File: config.mk
export PLATFORM = sky130hd
export DESIGN_NAME = iold_port_diag
export DESIGN_NICKNAME = d
export VERILOG_FILES = /design/src/design/iold_pkg.sv /design/src/design/iold_port_diag.sv /design/src/design/iold_sync.sv
export SDC_FILE = /design/constraint.sdc
export NUM_CORES = 1
export LEC_CHECK = 0
export ABC_AREA = 0
export BUFFER_PORTS_ARGS = -buffer_cell sky130_fd_sc_hd__buf_4
export CORE_MARGIN = 2
export CORE_UTILIZATION = 35
export CTS_CLUSTER_SIZE = 14
export DETAILED_ROUTE_END_ITERATION = 8
export PLACE_DENSITY = 0.6
export SETUP_SLACK_MARGIN = 0.5
export SLEW_MARGIN = 20
export SYNTH_ARGS = -nofsm -noshare
export SYNTH_HDL_FRONTEND = slang
export SYNTH_HIERARCHICAL = 1
export SYNTH_SLANG_ARGS = --single-unit
File: constraint.sdc
create_clock -name clk -period 2.51 [get_ports clk]
set_clock_uncertainty 0.1 [all_clocks]
set_input_delay 0.502 -clock clk [delete_from_list [all_inputs] [get_ports clk]]
set_output_delay 0.502 -clock clk [all_outputs]
set_load 0.05 [all_outputs]
File: src/design/iold_pkg.sv
package iold_pkg;
	// AXI4-Lite register byte addresses
	localparam logic [7:0] ADDR_CTRL = 8'h00;
	localparam logic [7:0] ADDR_COND = 8'h04;
	localparam logic [7:0] ADDR_QUAL = 8'h08;
	localparam logic [7:0] ADDR_EVENT = 8'h0C;
	localparam logic [7:0] ADDR_SYSDIAG = 8'h10;
	localparam logic [7:0] ADDR_VID = 8'h14;
	localparam logic [7:0] ADDR_DID = 8'h18;
	localparam logic [7:0] ADDR_PDLEN = 8'h1C;
	// control register fields
	localparam int CTRL_IOLINK_BIT = 0;
	localparam int CTRL_TYPECOMP_BIT = 1;
	localparam logic [31:0] CTRL_RESET = 32'h0000_0000;
	localparam logic [15:0] VID_RESET = 16'h0000;
	localparam logic [23:0] DID_RESET = 24'h00_0000;
	localparam logic [7:0] PDLEN_RESET = 8'h00;
	// qualifier bit positions
	localparam int QUAL_IDENT_BIT = 0;
	localparam int QUAL_PDLEN_BIT = 1;
	localparam int QUAL_SUPPLY_BIT = 2;
	localparam int QUAL_LINE_BIT = 3;
	localparam int QUAL_LINK_BIT = 5;
	// condition indices
	localparam int NCOND = 8;
	localparam int C_LPLUS = 0;
	localparam int C_AUXSHORT = 1;
	localparam int C_CQ_LPLUS = 2;
	localparam int C_CQ_RET = 3;
	localparam int C_IDENT = 4;
	localparam int C_PDLEN = 5;
	localparam int C_LOST = 6;
	localparam int C_AUXDROP = 7;
	// event codes
	localparam logic [15:0] EV_LPLUS = 16'h1806;
	localparam logic [15:0] EV_AUXSHORT = 16'h180F;
	localparam logic [15:0] EV_CQ_LPLUS = 16'h1804;
	localparam logic [15:0] EV_CQ_RET = 16'h1813;
	localparam logic [15:0] EV_IDENT = 16'h1803;
	localparam logic [15:0] EV_PDLEN = 16'h1F01;
	localparam logic [15:0] EV_LOST = 16'h1800;
	localparam logic [15:0] EV_AUXDROP = 16'h180E;
	localparam logic [1:0] RESP_OKAY = 2'h0;
	localparam logic [1:0] RESP_SLVERR = 2'h2;
	typedef enum logic [1:0] {
		LED_OFF = 2'b00,
		LED_GREEN = 2'b01,
		LED_GREEN_FLASH = 2'b10,
		LED_RED = 2'b11
	} iold_led_type;
	localparam int FLASH_TIME_MS = 250;
	localparam int CLK_MHZ = 100;
	localparam int FLASH_CYCLES = FLASH_TIME_MS * 1000 * CLK_MHZ;
endpackage

File: src/design/iold_port_diag.sv
`timescale 1ns/1ps
// Overview of operation
// (RL1) l+ to return short: led red, qualifier bit 2, event 0x1806.
// (RL2) aux supply pair short: led red, qualifier bit 2, event 0x180F.
// (RL3) c/q to supply short: led red, qualifier bit 3, 0x1804/0x1813.
// (RL4) io-link, type-compatible, identity differs: flash green, bit 0, 0x1803.
// (RL5) io-link, device pd longer than mapped: flash green, bit 1, 0x1F01.
// (RL6) during length mismatch all in/out pd bytes of port are zero.
// (RL7) io-link mode device lost: flash green, qualifier bit 5, 0x1800.
// (RL8) no device connected: all input pd of the port reads zero.
// (RL9) aux supply drop: aux led off, event 0x180E, no qualifier bit.
// (RL10) only short conditions reach the system diagnostic data.
// (RL11) qualifier bits follow live state; one event per occurrence.
module iold_port_diag (
	input wire logic clk,
	input wire logic rst,
	// detector pins, asynchronous
	input wire logic lplus_short_pin,
	input wire logic aux_short_pin,
	input wire logic cq_lplus_short_pin,
	input wire logic cq_ret_short_pin,
	input wire logic aux_low_pin,
	input wire logic device_present_pin,
	// from the link controller, same clock
	input wire logic [15:0] dev_vendor_id,
	input wire logic [23:0] dev_device_id,
	input wire logic [7:0] dev_pd_len,
	input wire logic [7:0] pd_in_raw,
	input wire logic [7:0] pd_out_raw,
	// axi4-lite slave
	input wire logic [7:0] s_axi_awaddr,
	input wire logic s_axi_awvalid,
	output logic s_axi_awready,
	input wire logic [31:0] s_axi_wdata,
	input wire logic [3:0] s_axi_wstrb,
	input wire logic s_axi_wvalid,
	output logic s_axi_wready,
	output logic [1:0] s_axi_bresp,
	output logic s_axi_bvalid,
	input wire logic s_axi_bready,
	input wire logic [7:0] s_axi_araddr,
	input wire logic s_axi_arvalid,
	output logic s_axi_arready,
	output logic [31:0] s_axi_rdata,
	output logic [1:0] s_axi_rresp,
	output logic s_axi_rvalid,
	input wire logic s_axi_rready,
	// outputs
	output logic [7:0] port_qualifier_input,
	output logic [1:0] port_led,
	output logic aux_led,
	output logic [7:0] pd_in_out,
	output logic [7:0] pd_out_out,
	output logic supply_short_flag,
	output logic line_short_flag,
	output logic [15:0] event_code,
	output logic event_valid
);
	logic [4:0] pins_s;
	logic [31:0] ctrl_ff;
	logic [15:0] vid_ff;
	logic [23:0] did_ff;
	logic [7:0] pdlen_ff;
	logic [iold_pkg::NCOND-1:0] cond;
	logic [iold_pkg::NCOND-1:0] cond_prev_ff;
	logic [iold_pkg::NCOND-1:0] pend_ff;
	logic [iold_pkg::NCOND-1:0] nxt_pend;
	logic [15:0] sticky_ev_ff;
	logic iolink_mode;
	logic [31:0] flash_cnt_ff;
	logic flash_ff;
	logic [7:0] aw_addr_ff;
	logic aw_have_ff;
	logic [31:0] w_data_ff;
	logic [3:0] w_strb_ff;
	logic w_have_ff;
	logic present_meta_ff;
	logic present_ff;
	logic [1:0] ident_cmp_ff;
	logic [1:0] pdlen_cmp_ff;

	function automatic logic [15:0] ev_of(input int idx);
		case (idx)
			iold_pkg::C_LPLUS: ev_of = iold_pkg::EV_LPLUS;
			iold_pkg::C_AUXSHORT: ev_of = iold_pkg::EV_AUXSHORT;
			iold_pkg::C_CQ_LPLUS: ev_of = iold_pkg::EV_CQ_LPLUS;
			iold_pkg::C_CQ_RET: ev_of = iold_pkg::EV_CQ_RET;
			iold_pkg::C_IDENT: ev_of = iold_pkg::EV_IDENT;
			iold_pkg::C_PDLEN: ev_of = iold_pkg::EV_PDLEN;
			iold_pkg::C_LOST: ev_of = iold_pkg::EV_LOST;
			default: ev_of = iold_pkg::EV_AUXDROP;
		endcase
	endfunction

	function automatic logic [31:0] merge(input logic [31:0] old,
		input logic [31:0] data, input logic [3:0] strb);
		for (int i = 0; i < 4; i++) begin
			merge[i*8 +: 8] = strb[i] ? data[i*8 +: 8] : old[i*8 +: 8];
		end
	endfunction

	// pins are raw detector levels; synchronise before use
	iold_sync #(.W(5)) u_sync (
		.clk(clk),
		.rst(rst),
		.d({aux_low_pin, cq_ret_short_pin, cq_lplus_short_pin,
			lplus_short_pin, aux_short_pin}),
		.q(pins_s)
	);

	assign iolink_mode = ctrl_ff[iold_pkg::CTRL_IOLINK_BIT];

	always_comb begin
		cond = '0;
		cond[iold_pkg::C_LPLUS] = pins_s[1];
		cond[iold_pkg::C_AUXSHORT] = pins_s[0];
		cond[iold_pkg::C_CQ_LPLUS] = pins_s[2];
		cond[iold_pkg::C_CQ_RET] = pins_s[3];
		cond[iold_pkg::C_AUXDROP] = pins_s[4];
		// identity check only when device is there to be read
		cond[iold_pkg::C_IDENT] = iolink_mode
			&& ctrl_ff[iold_pkg::CTRL_TYPECOMP_BIT] && present_ff
			&& ident_cmp_ff[1]; // RL4
		cond[iold_pkg::C_PDLEN] = iolink_mode && present_ff
			&& pdlen_cmp_ff[1]; // RL5
		cond[iold_pkg::C_LOST] = iolink_mode && !present_ff; // RL7
	end
	// compares wait as long as presence, so a pulled device is no mismatch
	always_ff @(posedge clk) begin
		if (rst) begin
			present_meta_ff <= 1'b0;
			present_ff <= 1'b0;
			ident_cmp_ff <= 2'b00;
			pdlen_cmp_ff <= 2'b00;
		end else begin
			present_meta_ff <= device_present_pin;
			present_ff <= present_meta_ff;
			ident_cmp_ff <= {ident_cmp_ff[0], ((dev_vendor_id != vid_ff)
				|| (dev_device_id != did_ff))};
			pdlen_cmp_ff <= {pdlen_cmp_ff[0], (dev_pd_len > pdlen_ff)};
		end
	end

	// qualifier bits track the live condition
	always_ff @(posedge clk) begin
		if (rst) begin
			port_qualifier_input <= 8'h00;
		end else begin
			port_qualifier_input <= 8'h00;
			port_qualifier_input[iold_pkg::QUAL_SUPPLY_BIT] <=
				cond[iold_pkg::C_LPLUS] | cond[iold_pkg::C_AUXSHORT]; // RL1 RL2
			port_qualifier_input[iold_pkg::QUAL_LINE_BIT] <=
				cond[iold_pkg::C_CQ_LPLUS] | cond[iold_pkg::C_CQ_RET]; // RL3
			port_qualifier_input[iold_pkg::QUAL_IDENT_BIT] <=
				cond[iold_pkg::C_IDENT]; // RL4
			port_qualifier_input[iold_pkg::QUAL_PDLEN_BIT] <=
				cond[iold_pkg::C_PDLEN]; // RL5
			port_qualifier_input[iold_pkg::QUAL_LINK_BIT] <=
				cond[iold_pkg::C_LOST]; // RL7 RL11
		end
	end

	// only shorts go to the system diagnostic flags
	always_ff @(posedge clk) begin
		if (rst) begin
			supply_short_flag <= 1'b0;
			line_short_flag <= 1'b0;
		end else begin
			supply_short_flag <= cond[iold_pkg::C_LPLUS]
				| cond[iold_pkg::C_AUXSHORT]; // RL10
			line_short_flag <= cond[iold_pkg::C_CQ_LPLUS]
				| cond[iold_pkg::C_CQ_RET]; // RL10
		end
	end

	// flash timebase
	always_ff @(posedge clk) begin
		if (rst) begin
			flash_cnt_ff <= 32'h0000_0000;
			flash_ff <= 1'b0;
		end else if (flash_cnt_ff == 32'(iold_pkg::FLASH_CYCLES - 1)) begin
			flash_cnt_ff <= 32'h0000_0000;
			flash_ff <= ~flash_ff;
		end else begin
			flash_cnt_ff <= flash_cnt_ff + 32'h0000_0001;
		end
	end

	// red outranks flashing green
	always_ff @(posedge clk) begin
		if (rst) begin
			port_led <= iold_pkg::LED_OFF;
			aux_led <= 1'b0;
		end else begin
			if (|cond[iold_pkg::C_CQ_RET:iold_pkg::C_LPLUS]) begin
				port_led <= iold_pkg::LED_RED; // RL1 RL2 RL3
			end else if (cond[iold_pkg::C_IDENT] | cond[iold_pkg::C_PDLEN]
				| cond[iold_pkg::C_LOST]) begin
				port_led <= flash_ff ? iold_pkg::LED_GREEN
					: iold_pkg::LED_OFF; // RL4 RL5 RL7
			end else if (iolink_mode) begin
				port_led <= iold_pkg::LED_GREEN;
			end else begin
				port_led <= iold_pkg::LED_OFF;
			end
			aux_led <= !cond[iold_pkg::C_AUXDROP]; // RL9
		end
	end

	// process data gating
	always_ff @(posedge clk) begin
		if (rst) begin
			pd_in_out <= 8'h00;
			pd_out_out <= 8'h00;
		end else begin
			pd_in_out <= (cond[iold_pkg::C_PDLEN] || !present_ff)
				? 8'h00 : pd_in_raw; // RL6 RL8
			pd_out_out <= cond[iold_pkg::C_PDLEN] ? 8'h00 : pd_out_raw; // RL6
		end
	end

	// rising edge of each condition queues one event; lowest index first
	always_comb begin
		nxt_pend = pend_ff | (cond & ~cond_prev_ff); // RL11
		for (int i = iold_pkg::NCOND - 1; i >= 0; i--) begin
			if (pend_ff[i] && !(|(pend_ff & ((8'h01 << i) - 8'h01)))) begin
				nxt_pend[i] = cond[i] & ~cond_prev_ff[i];
			end
		end
	end

	always_ff @(posedge clk) begin
		if (rst) begin
			cond_prev_ff <= '0;
			pend_ff <= '0;
			event_valid <= 1'b0;
			event_code <= 16'h0000;
			sticky_ev_ff <= 16'h0000;
		end else begin
			cond_prev_ff <= cond;
			pend_ff <= nxt_pend;
			event_valid <= |pend_ff;
			for (int i = iold_pkg::NCOND - 1; i >= 0; i--) begin
				if (pend_ff[i]) begin
					event_code <= ev_of(i); // RL9 RL11
					sticky_ev_ff <= ev_of(i);
				end
			end
		end
	end

	// axi4-lite write path
	always_ff @(posedge clk) begin
		if (rst) begin
			aw_have_ff <= 1'b0;
			w_have_ff <= 1'b0;
			aw_addr_ff <= 8'h00;
			w_data_ff <= 32'h0000_0000;
			w_strb_ff <= 4'h0;
			s_axi_awready <= 1'b0;
			s_axi_wready <= 1'b0;
			s_axi_bvalid <= 1'b0;
			s_axi_bresp <= iold_pkg::RESP_OKAY;
			ctrl_ff <= iold_pkg::CTRL_RESET;
			vid_ff <= iold_pkg::VID_RESET;
			did_ff <= iold_pkg::DID_RESET;
			pdlen_ff <= iold_pkg::PDLEN_RESET;
		end else begin
			s_axi_awready <= !aw_have_ff && !s_axi_awready && !s_axi_bvalid;
			s_axi_wready <= !w_have_ff && !s_axi_wready && !s_axi_bvalid;
			if (s_axi_awvalid && s_axi_awready) begin
				aw_have_ff <= 1'b1;
				aw_addr_ff <= s_axi_awaddr;
				s_axi_awready <= 1'b0;
			end
			if (s_axi_wvalid && s_axi_wready) begin
				w_have_ff <= 1'b1;
				w_data_ff <= s_axi_wdata;
				w_strb_ff <= s_axi_wstrb;
				s_axi_wready <= 1'b0;
			end
			if (aw_have_ff && w_have_ff && !s_axi_bvalid) begin
				aw_have_ff <= 1'b0;
				w_have_ff <= 1'b0;
				s_axi_bvalid <= 1'b1;
				s_axi_bresp <= iold_pkg::RESP_OKAY;
				case (aw_addr_ff)
					iold_pkg::ADDR_CTRL:
						ctrl_ff <= merge(ctrl_ff, w_data_ff, w_strb_ff) & 32'h0000_0003;
					iold_pkg::ADDR_VID:
						vid_ff <= 16'(merge({16'h0000, vid_ff}, w_data_ff, w_strb_ff));
					iold_pkg::ADDR_DID:
						did_ff <= 24'(merge({8'h00, did_ff}, w_data_ff, w_strb_ff));
					iold_pkg::ADDR_PDLEN:
						pdlen_ff <= 8'(merge({24'h0, pdlen_ff}, w_data_ff, w_strb_ff));
					iold_pkg::ADDR_COND, iold_pkg::ADDR_QUAL,
					iold_pkg::ADDR_EVENT, iold_pkg::ADDR_SYSDIAG: ;
					default: s_axi_bresp <= iold_pkg::RESP_SLVERR;
				endcase
			end else if (s_axi_bvalid && s_axi_bready) begin
				s_axi_bvalid <= 1'b0;
			end
		end
	end

	// axi4-lite read path
	always_ff @(posedge clk) begin
		if (rst) begin
			s_axi_arready <= 1'b0;
			s_axi_rvalid <= 1'b0;
			s_axi_rdata <= 32'h0000_0000;
			s_axi_rresp <= iold_pkg::RESP_OKAY;
		end else begin
			s_axi_arready <= !s_axi_arready && !s_axi_rvalid;
			if (s_axi_arvalid && s_axi_arready) begin
				s_axi_arready <= 1'b0;
				s_axi_rvalid <= 1'b1;
				s_axi_rresp <= iold_pkg::RESP_OKAY;
				case (s_axi_araddr)
					iold_pkg::ADDR_CTRL: s_axi_rdata <= ctrl_ff;
					iold_pkg::ADDR_COND: s_axi_rdata <= {24'h0, cond};
					iold_pkg::ADDR_QUAL:
						s_axi_rdata <= {24'h0, port_qualifier_input};
					iold_pkg::ADDR_EVENT: s_axi_rdata <= {16'h0, sticky_ev_ff};
					iold_pkg::ADDR_SYSDIAG: s_axi_rdata <=
						{30'h0, line_short_flag, supply_short_flag};
					iold_pkg::ADDR_VID: s_axi_rdata <= {16'h0, vid_ff};
					iold_pkg::ADDR_DID: s_axi_rdata <= {8'h0, did_ff};
					iold_pkg::ADDR_PDLEN: s_axi_rdata <= {24'h0, pdlen_ff};
					default: begin
						s_axi_rdata <= 32'h0000_0000;
						s_axi_rresp <= iold_pkg::RESP_SLVERR;
					end
				endcase
			end else if (s_axi_rvalid && s_axi_rready) begin
				s_axi_rvalid <= 1'b0;
			end
		end
	end
endmodule

File: src/design/iold_sync.sv
`timescale 1ns/1ps
// two-stage synchroniser for a vector of pin levels
module iold_sync #(
	parameter int W = 8
) (
	input wire logic clk,
	input wire logic rst,
	input wire logic [W-1:0] d,
	output logic [W-1:0] q
);
	logic [W-1:0] meta_ff;

	always_ff @(posedge clk) begin
		if (rst) begin
			meta_ff <= '0;
			q <= '0;
		end else begin
			meta_ff <= d;
			q <= meta_ff;
		end
	end
endmodule

==> reports/summary.txt <==
Core area = 25000 um2
Peak supply drop = 0.481 mV
CP max FO = 7
Fin worst setup slack = 553 ps
Seq pwr share = 46.3%
Period utilization = 78.0%
Total grt overflow = 0
Worst setup EP type = flop
Fin nets = 1336
Final GP Congestion = 0.854
Top delay family on crit path = simple AND/OR/NAND/NOR gates
Sequential-to-total area share from yosys stat = 48.1%
Fill count = 2526
CTS buffer count = 24
Cts hold-fix bufs = 0
IO Pins = 216
EDFF count, synth = 0
Asr flop ratio synth = 0%
Worst Path Buf+Inv = 0
WL final = 24.8 mm
Vias per cell = 4.89
Setup TNS = 0 ps
Max_cap viols = 0
Unrepaired setup endpoints after global routing = true
DRT iter0 DRCs = 448
Wire per inst = 16.1 um
Switching part of the total power = 24.9%
Reg clk slew, reported paths = 60 ps
Hold Path Class = primary input to flop
Synth Warn # = 6
Logic pwr share = 9.4%
Initial Utilization = 35.3%
Internal power = 5.71 mW
Die Span X = 163 um
Critical Path Source Type = flop
Initial antenna violation count = 0
Achievable frequency = 0.511 GHz
Root buffer cell = clkbuf_16
Netlist cell types = 56
# rows = 58
Max stage delay cell, worst path = or4_4
Die Y-Extent = 163 um
Measured slew at the worst slew-check pin = 782 ps
Vias = 7560
Layout overhead on the synthesized area = 30.7%
CP Cell Sequence = nand4_4 > or4_4 > nor4_4 > a31o_2 > a21oi_1
Mapped Cells = 1009
Static Leakage = 4.51 nW
Share of layout cells above drive strength 1 = 25.3%
DIE AREA = 26500 um2
Vias in the first global route = 6897
Clock net sink count = 212
Arr. time, crit path = 2250 ps
Slew Limit Fails = 0
Critical path class = flop to flop
H-Tree Depth = 1
Clk_lat worst skew = 520 ps
Syn Area/Cell = 8.74 um2
Cell Pwr Density = 660 nW/um2
Post-DRT Antenna Nets = 0
Pre-CTS setup slack = 389 ps
Max clock buf depth = 3
N_diodes = 0
Clock group share of total power = 44.3%
Largest net degree at the start of global routing = 114
Status = complete, no violations
Drt drc = 0
Crit path time final = 1960 ps
Synth Flop Type = dfxtp_1
Endpoints failing hold = 0
Global Route Usage Sum = 17.9%
Router iterations before antenna repair = 5
Final Setup Violations = 0
Detailed placement HPWL = 17.9 mm
# port buffers = 187
Yosys reg bits = 212
Synth Cell Area = 8820 um2
First-pass GRT wire length = 37.7 mm
Critical Path RT = 2800 ps
CTS tree = done
Crit path largest cell delay = 640 ps
Slew HR = 47.8%
Net Sw Power = 1.89 mW
-- logic make-up after synthesis --
| group | Yosys count | share of synthesized area [%] |
|---|---|---|
| compound gates | 166 | 11.2 |
| xor+xnor | 70 | 6.95 |
| fa+ha+maj | 9 | 1.28 |
| buf+inv | 94 | 5.29 |
| flops | 212 | 48.1 |
| mux | 27 | 3.37 |
| other cells | 1 | 0.0425 |
| simple gates | 430 | 23.8 |
-- registers in the layout, summed over array words and instances, names as in the netlist, 16 cells and up --
name	flops
did_ff	24
flash_cnt_ff	32
s_axi_rdata	24
vid_ff	16
w_data_ff	24
-- routing by layer --
metal / part of all wire [%] / track usage [%] / vias to the layer above
met5: 0 / 0 / -
met4: 1.6 / 4.18 / 0
met3: 5.8 / 2.78 / 24
met2: 48 / 29.1 / 216
met1: 45 / 24.9 / 3525
li1: - / - / 3795
-- worst paths after layout --
check,endpoint,startpoint,slack (ps),cells after the start
hold reg to reg,pend_ff[0],cond_prev_ff[0],290,1
setup reg to reg,flash_cnt_ff[29],flash_cnt_ff[11],550,5
setup / recovery,flash_cnt_ff[29],flash_cnt_ff[11],550,5
hold / removal,pd_out_out[3],pd_out_raw[3],100,2
-- cell usage after synthesis (22+ instances only) --
master      n  share of area, %
a21oi_1    95               5.4
buf_4      27               2.3
clkbuf_1   29               1.2
dfxtp_1   212                48
inv_1      22              0.94
mux2i_1    23               2.6
nand2_1   156               6.6
nand3_1    31               1.8
nor2_1     94               4.0
nor2b_1    23               1.6
nor3_1     27               1.5
xnor2_1    58               5.8
-- power by group through the flow --
stage	Combinational (mW)	Clock [mW]	Sequential (mW)
final	0.713	3.37	3.52
after global routing	0.765	3.58	3.53
after CTS	0.707	3.46	3.52
after detailed placement	0.705	0	3.60
after global placement	0.700	0	3.60
after floorplan	0.337	0	3.67
-- metrics by stage --
step | power, mW | cell area (um2) | hold slack, ps | instances | util (%)
2_1_floorplan | 4.01 | 8900 | 267 | 1027 | -
3_3_place_gp | 4.30 | 10500 | 273 | 1487 | 42.0
3_5_place_dp | 4.30 | 10500 | 282 | 1487 | 42.0
4_1_cts | 7.68 | 11300 | 82.6 | 1532 | 45.3
5_1_grt | 7.88 | 11500 | 86.7 | 1545 | 46.2
6_report | 7.61 | 11500 | 100 | 1545 | 46.2
-- cell usage in the layout (no fill, tap or decap), drive strengths merged, types with 16 or more instances in the layout --
| master | netlist | routed |
|---|---|---|
| a21oi | 95 | 95 |
| a22oi | 19 | 19 |
| and3 | 16 | 16 |
| buf | 43 | 215 |
| clkbuf | 29 | 33 |
| conb | 1 | 19 |
| dfxtp | 212 | 212 |
| inv | 22 | 23 |
| mux2i | 23 | 23 |
| nand2 | 156 | 156 |
| nand3 | 31 | 31 |
| nand4 | 18 | 18 |
| nor2 | 97 | 97 |
| nor2b | 23 | 23 |
| nor3 | 27 | 27 |
| nor4 | 19 | 19 |
| o21ai | 16 | 16 |
| xnor2 | 58 | 58 |
-- layout make-up --
cell class	count	area [um2]	share of cell area, %
sequential	212	4260	37.0
tap	330	413	3.58
clock buffer	32	671	5.82
clock inverter	11	101	0.879
multi-input combinational	722	4320	37.5
inverter	22	82.6	0.716
timing repair buffer	216	1680	14.6
-- repair_timing --
action                                  in CTS  in global routing
gates cloned                                 1                  2
gates resized for setup                     14                 26
pin swaps                                    4                  7
endpoints found under the setup margin      82                 82
setup buffers                                1                 11
Power figures use the tool's default switching activity.
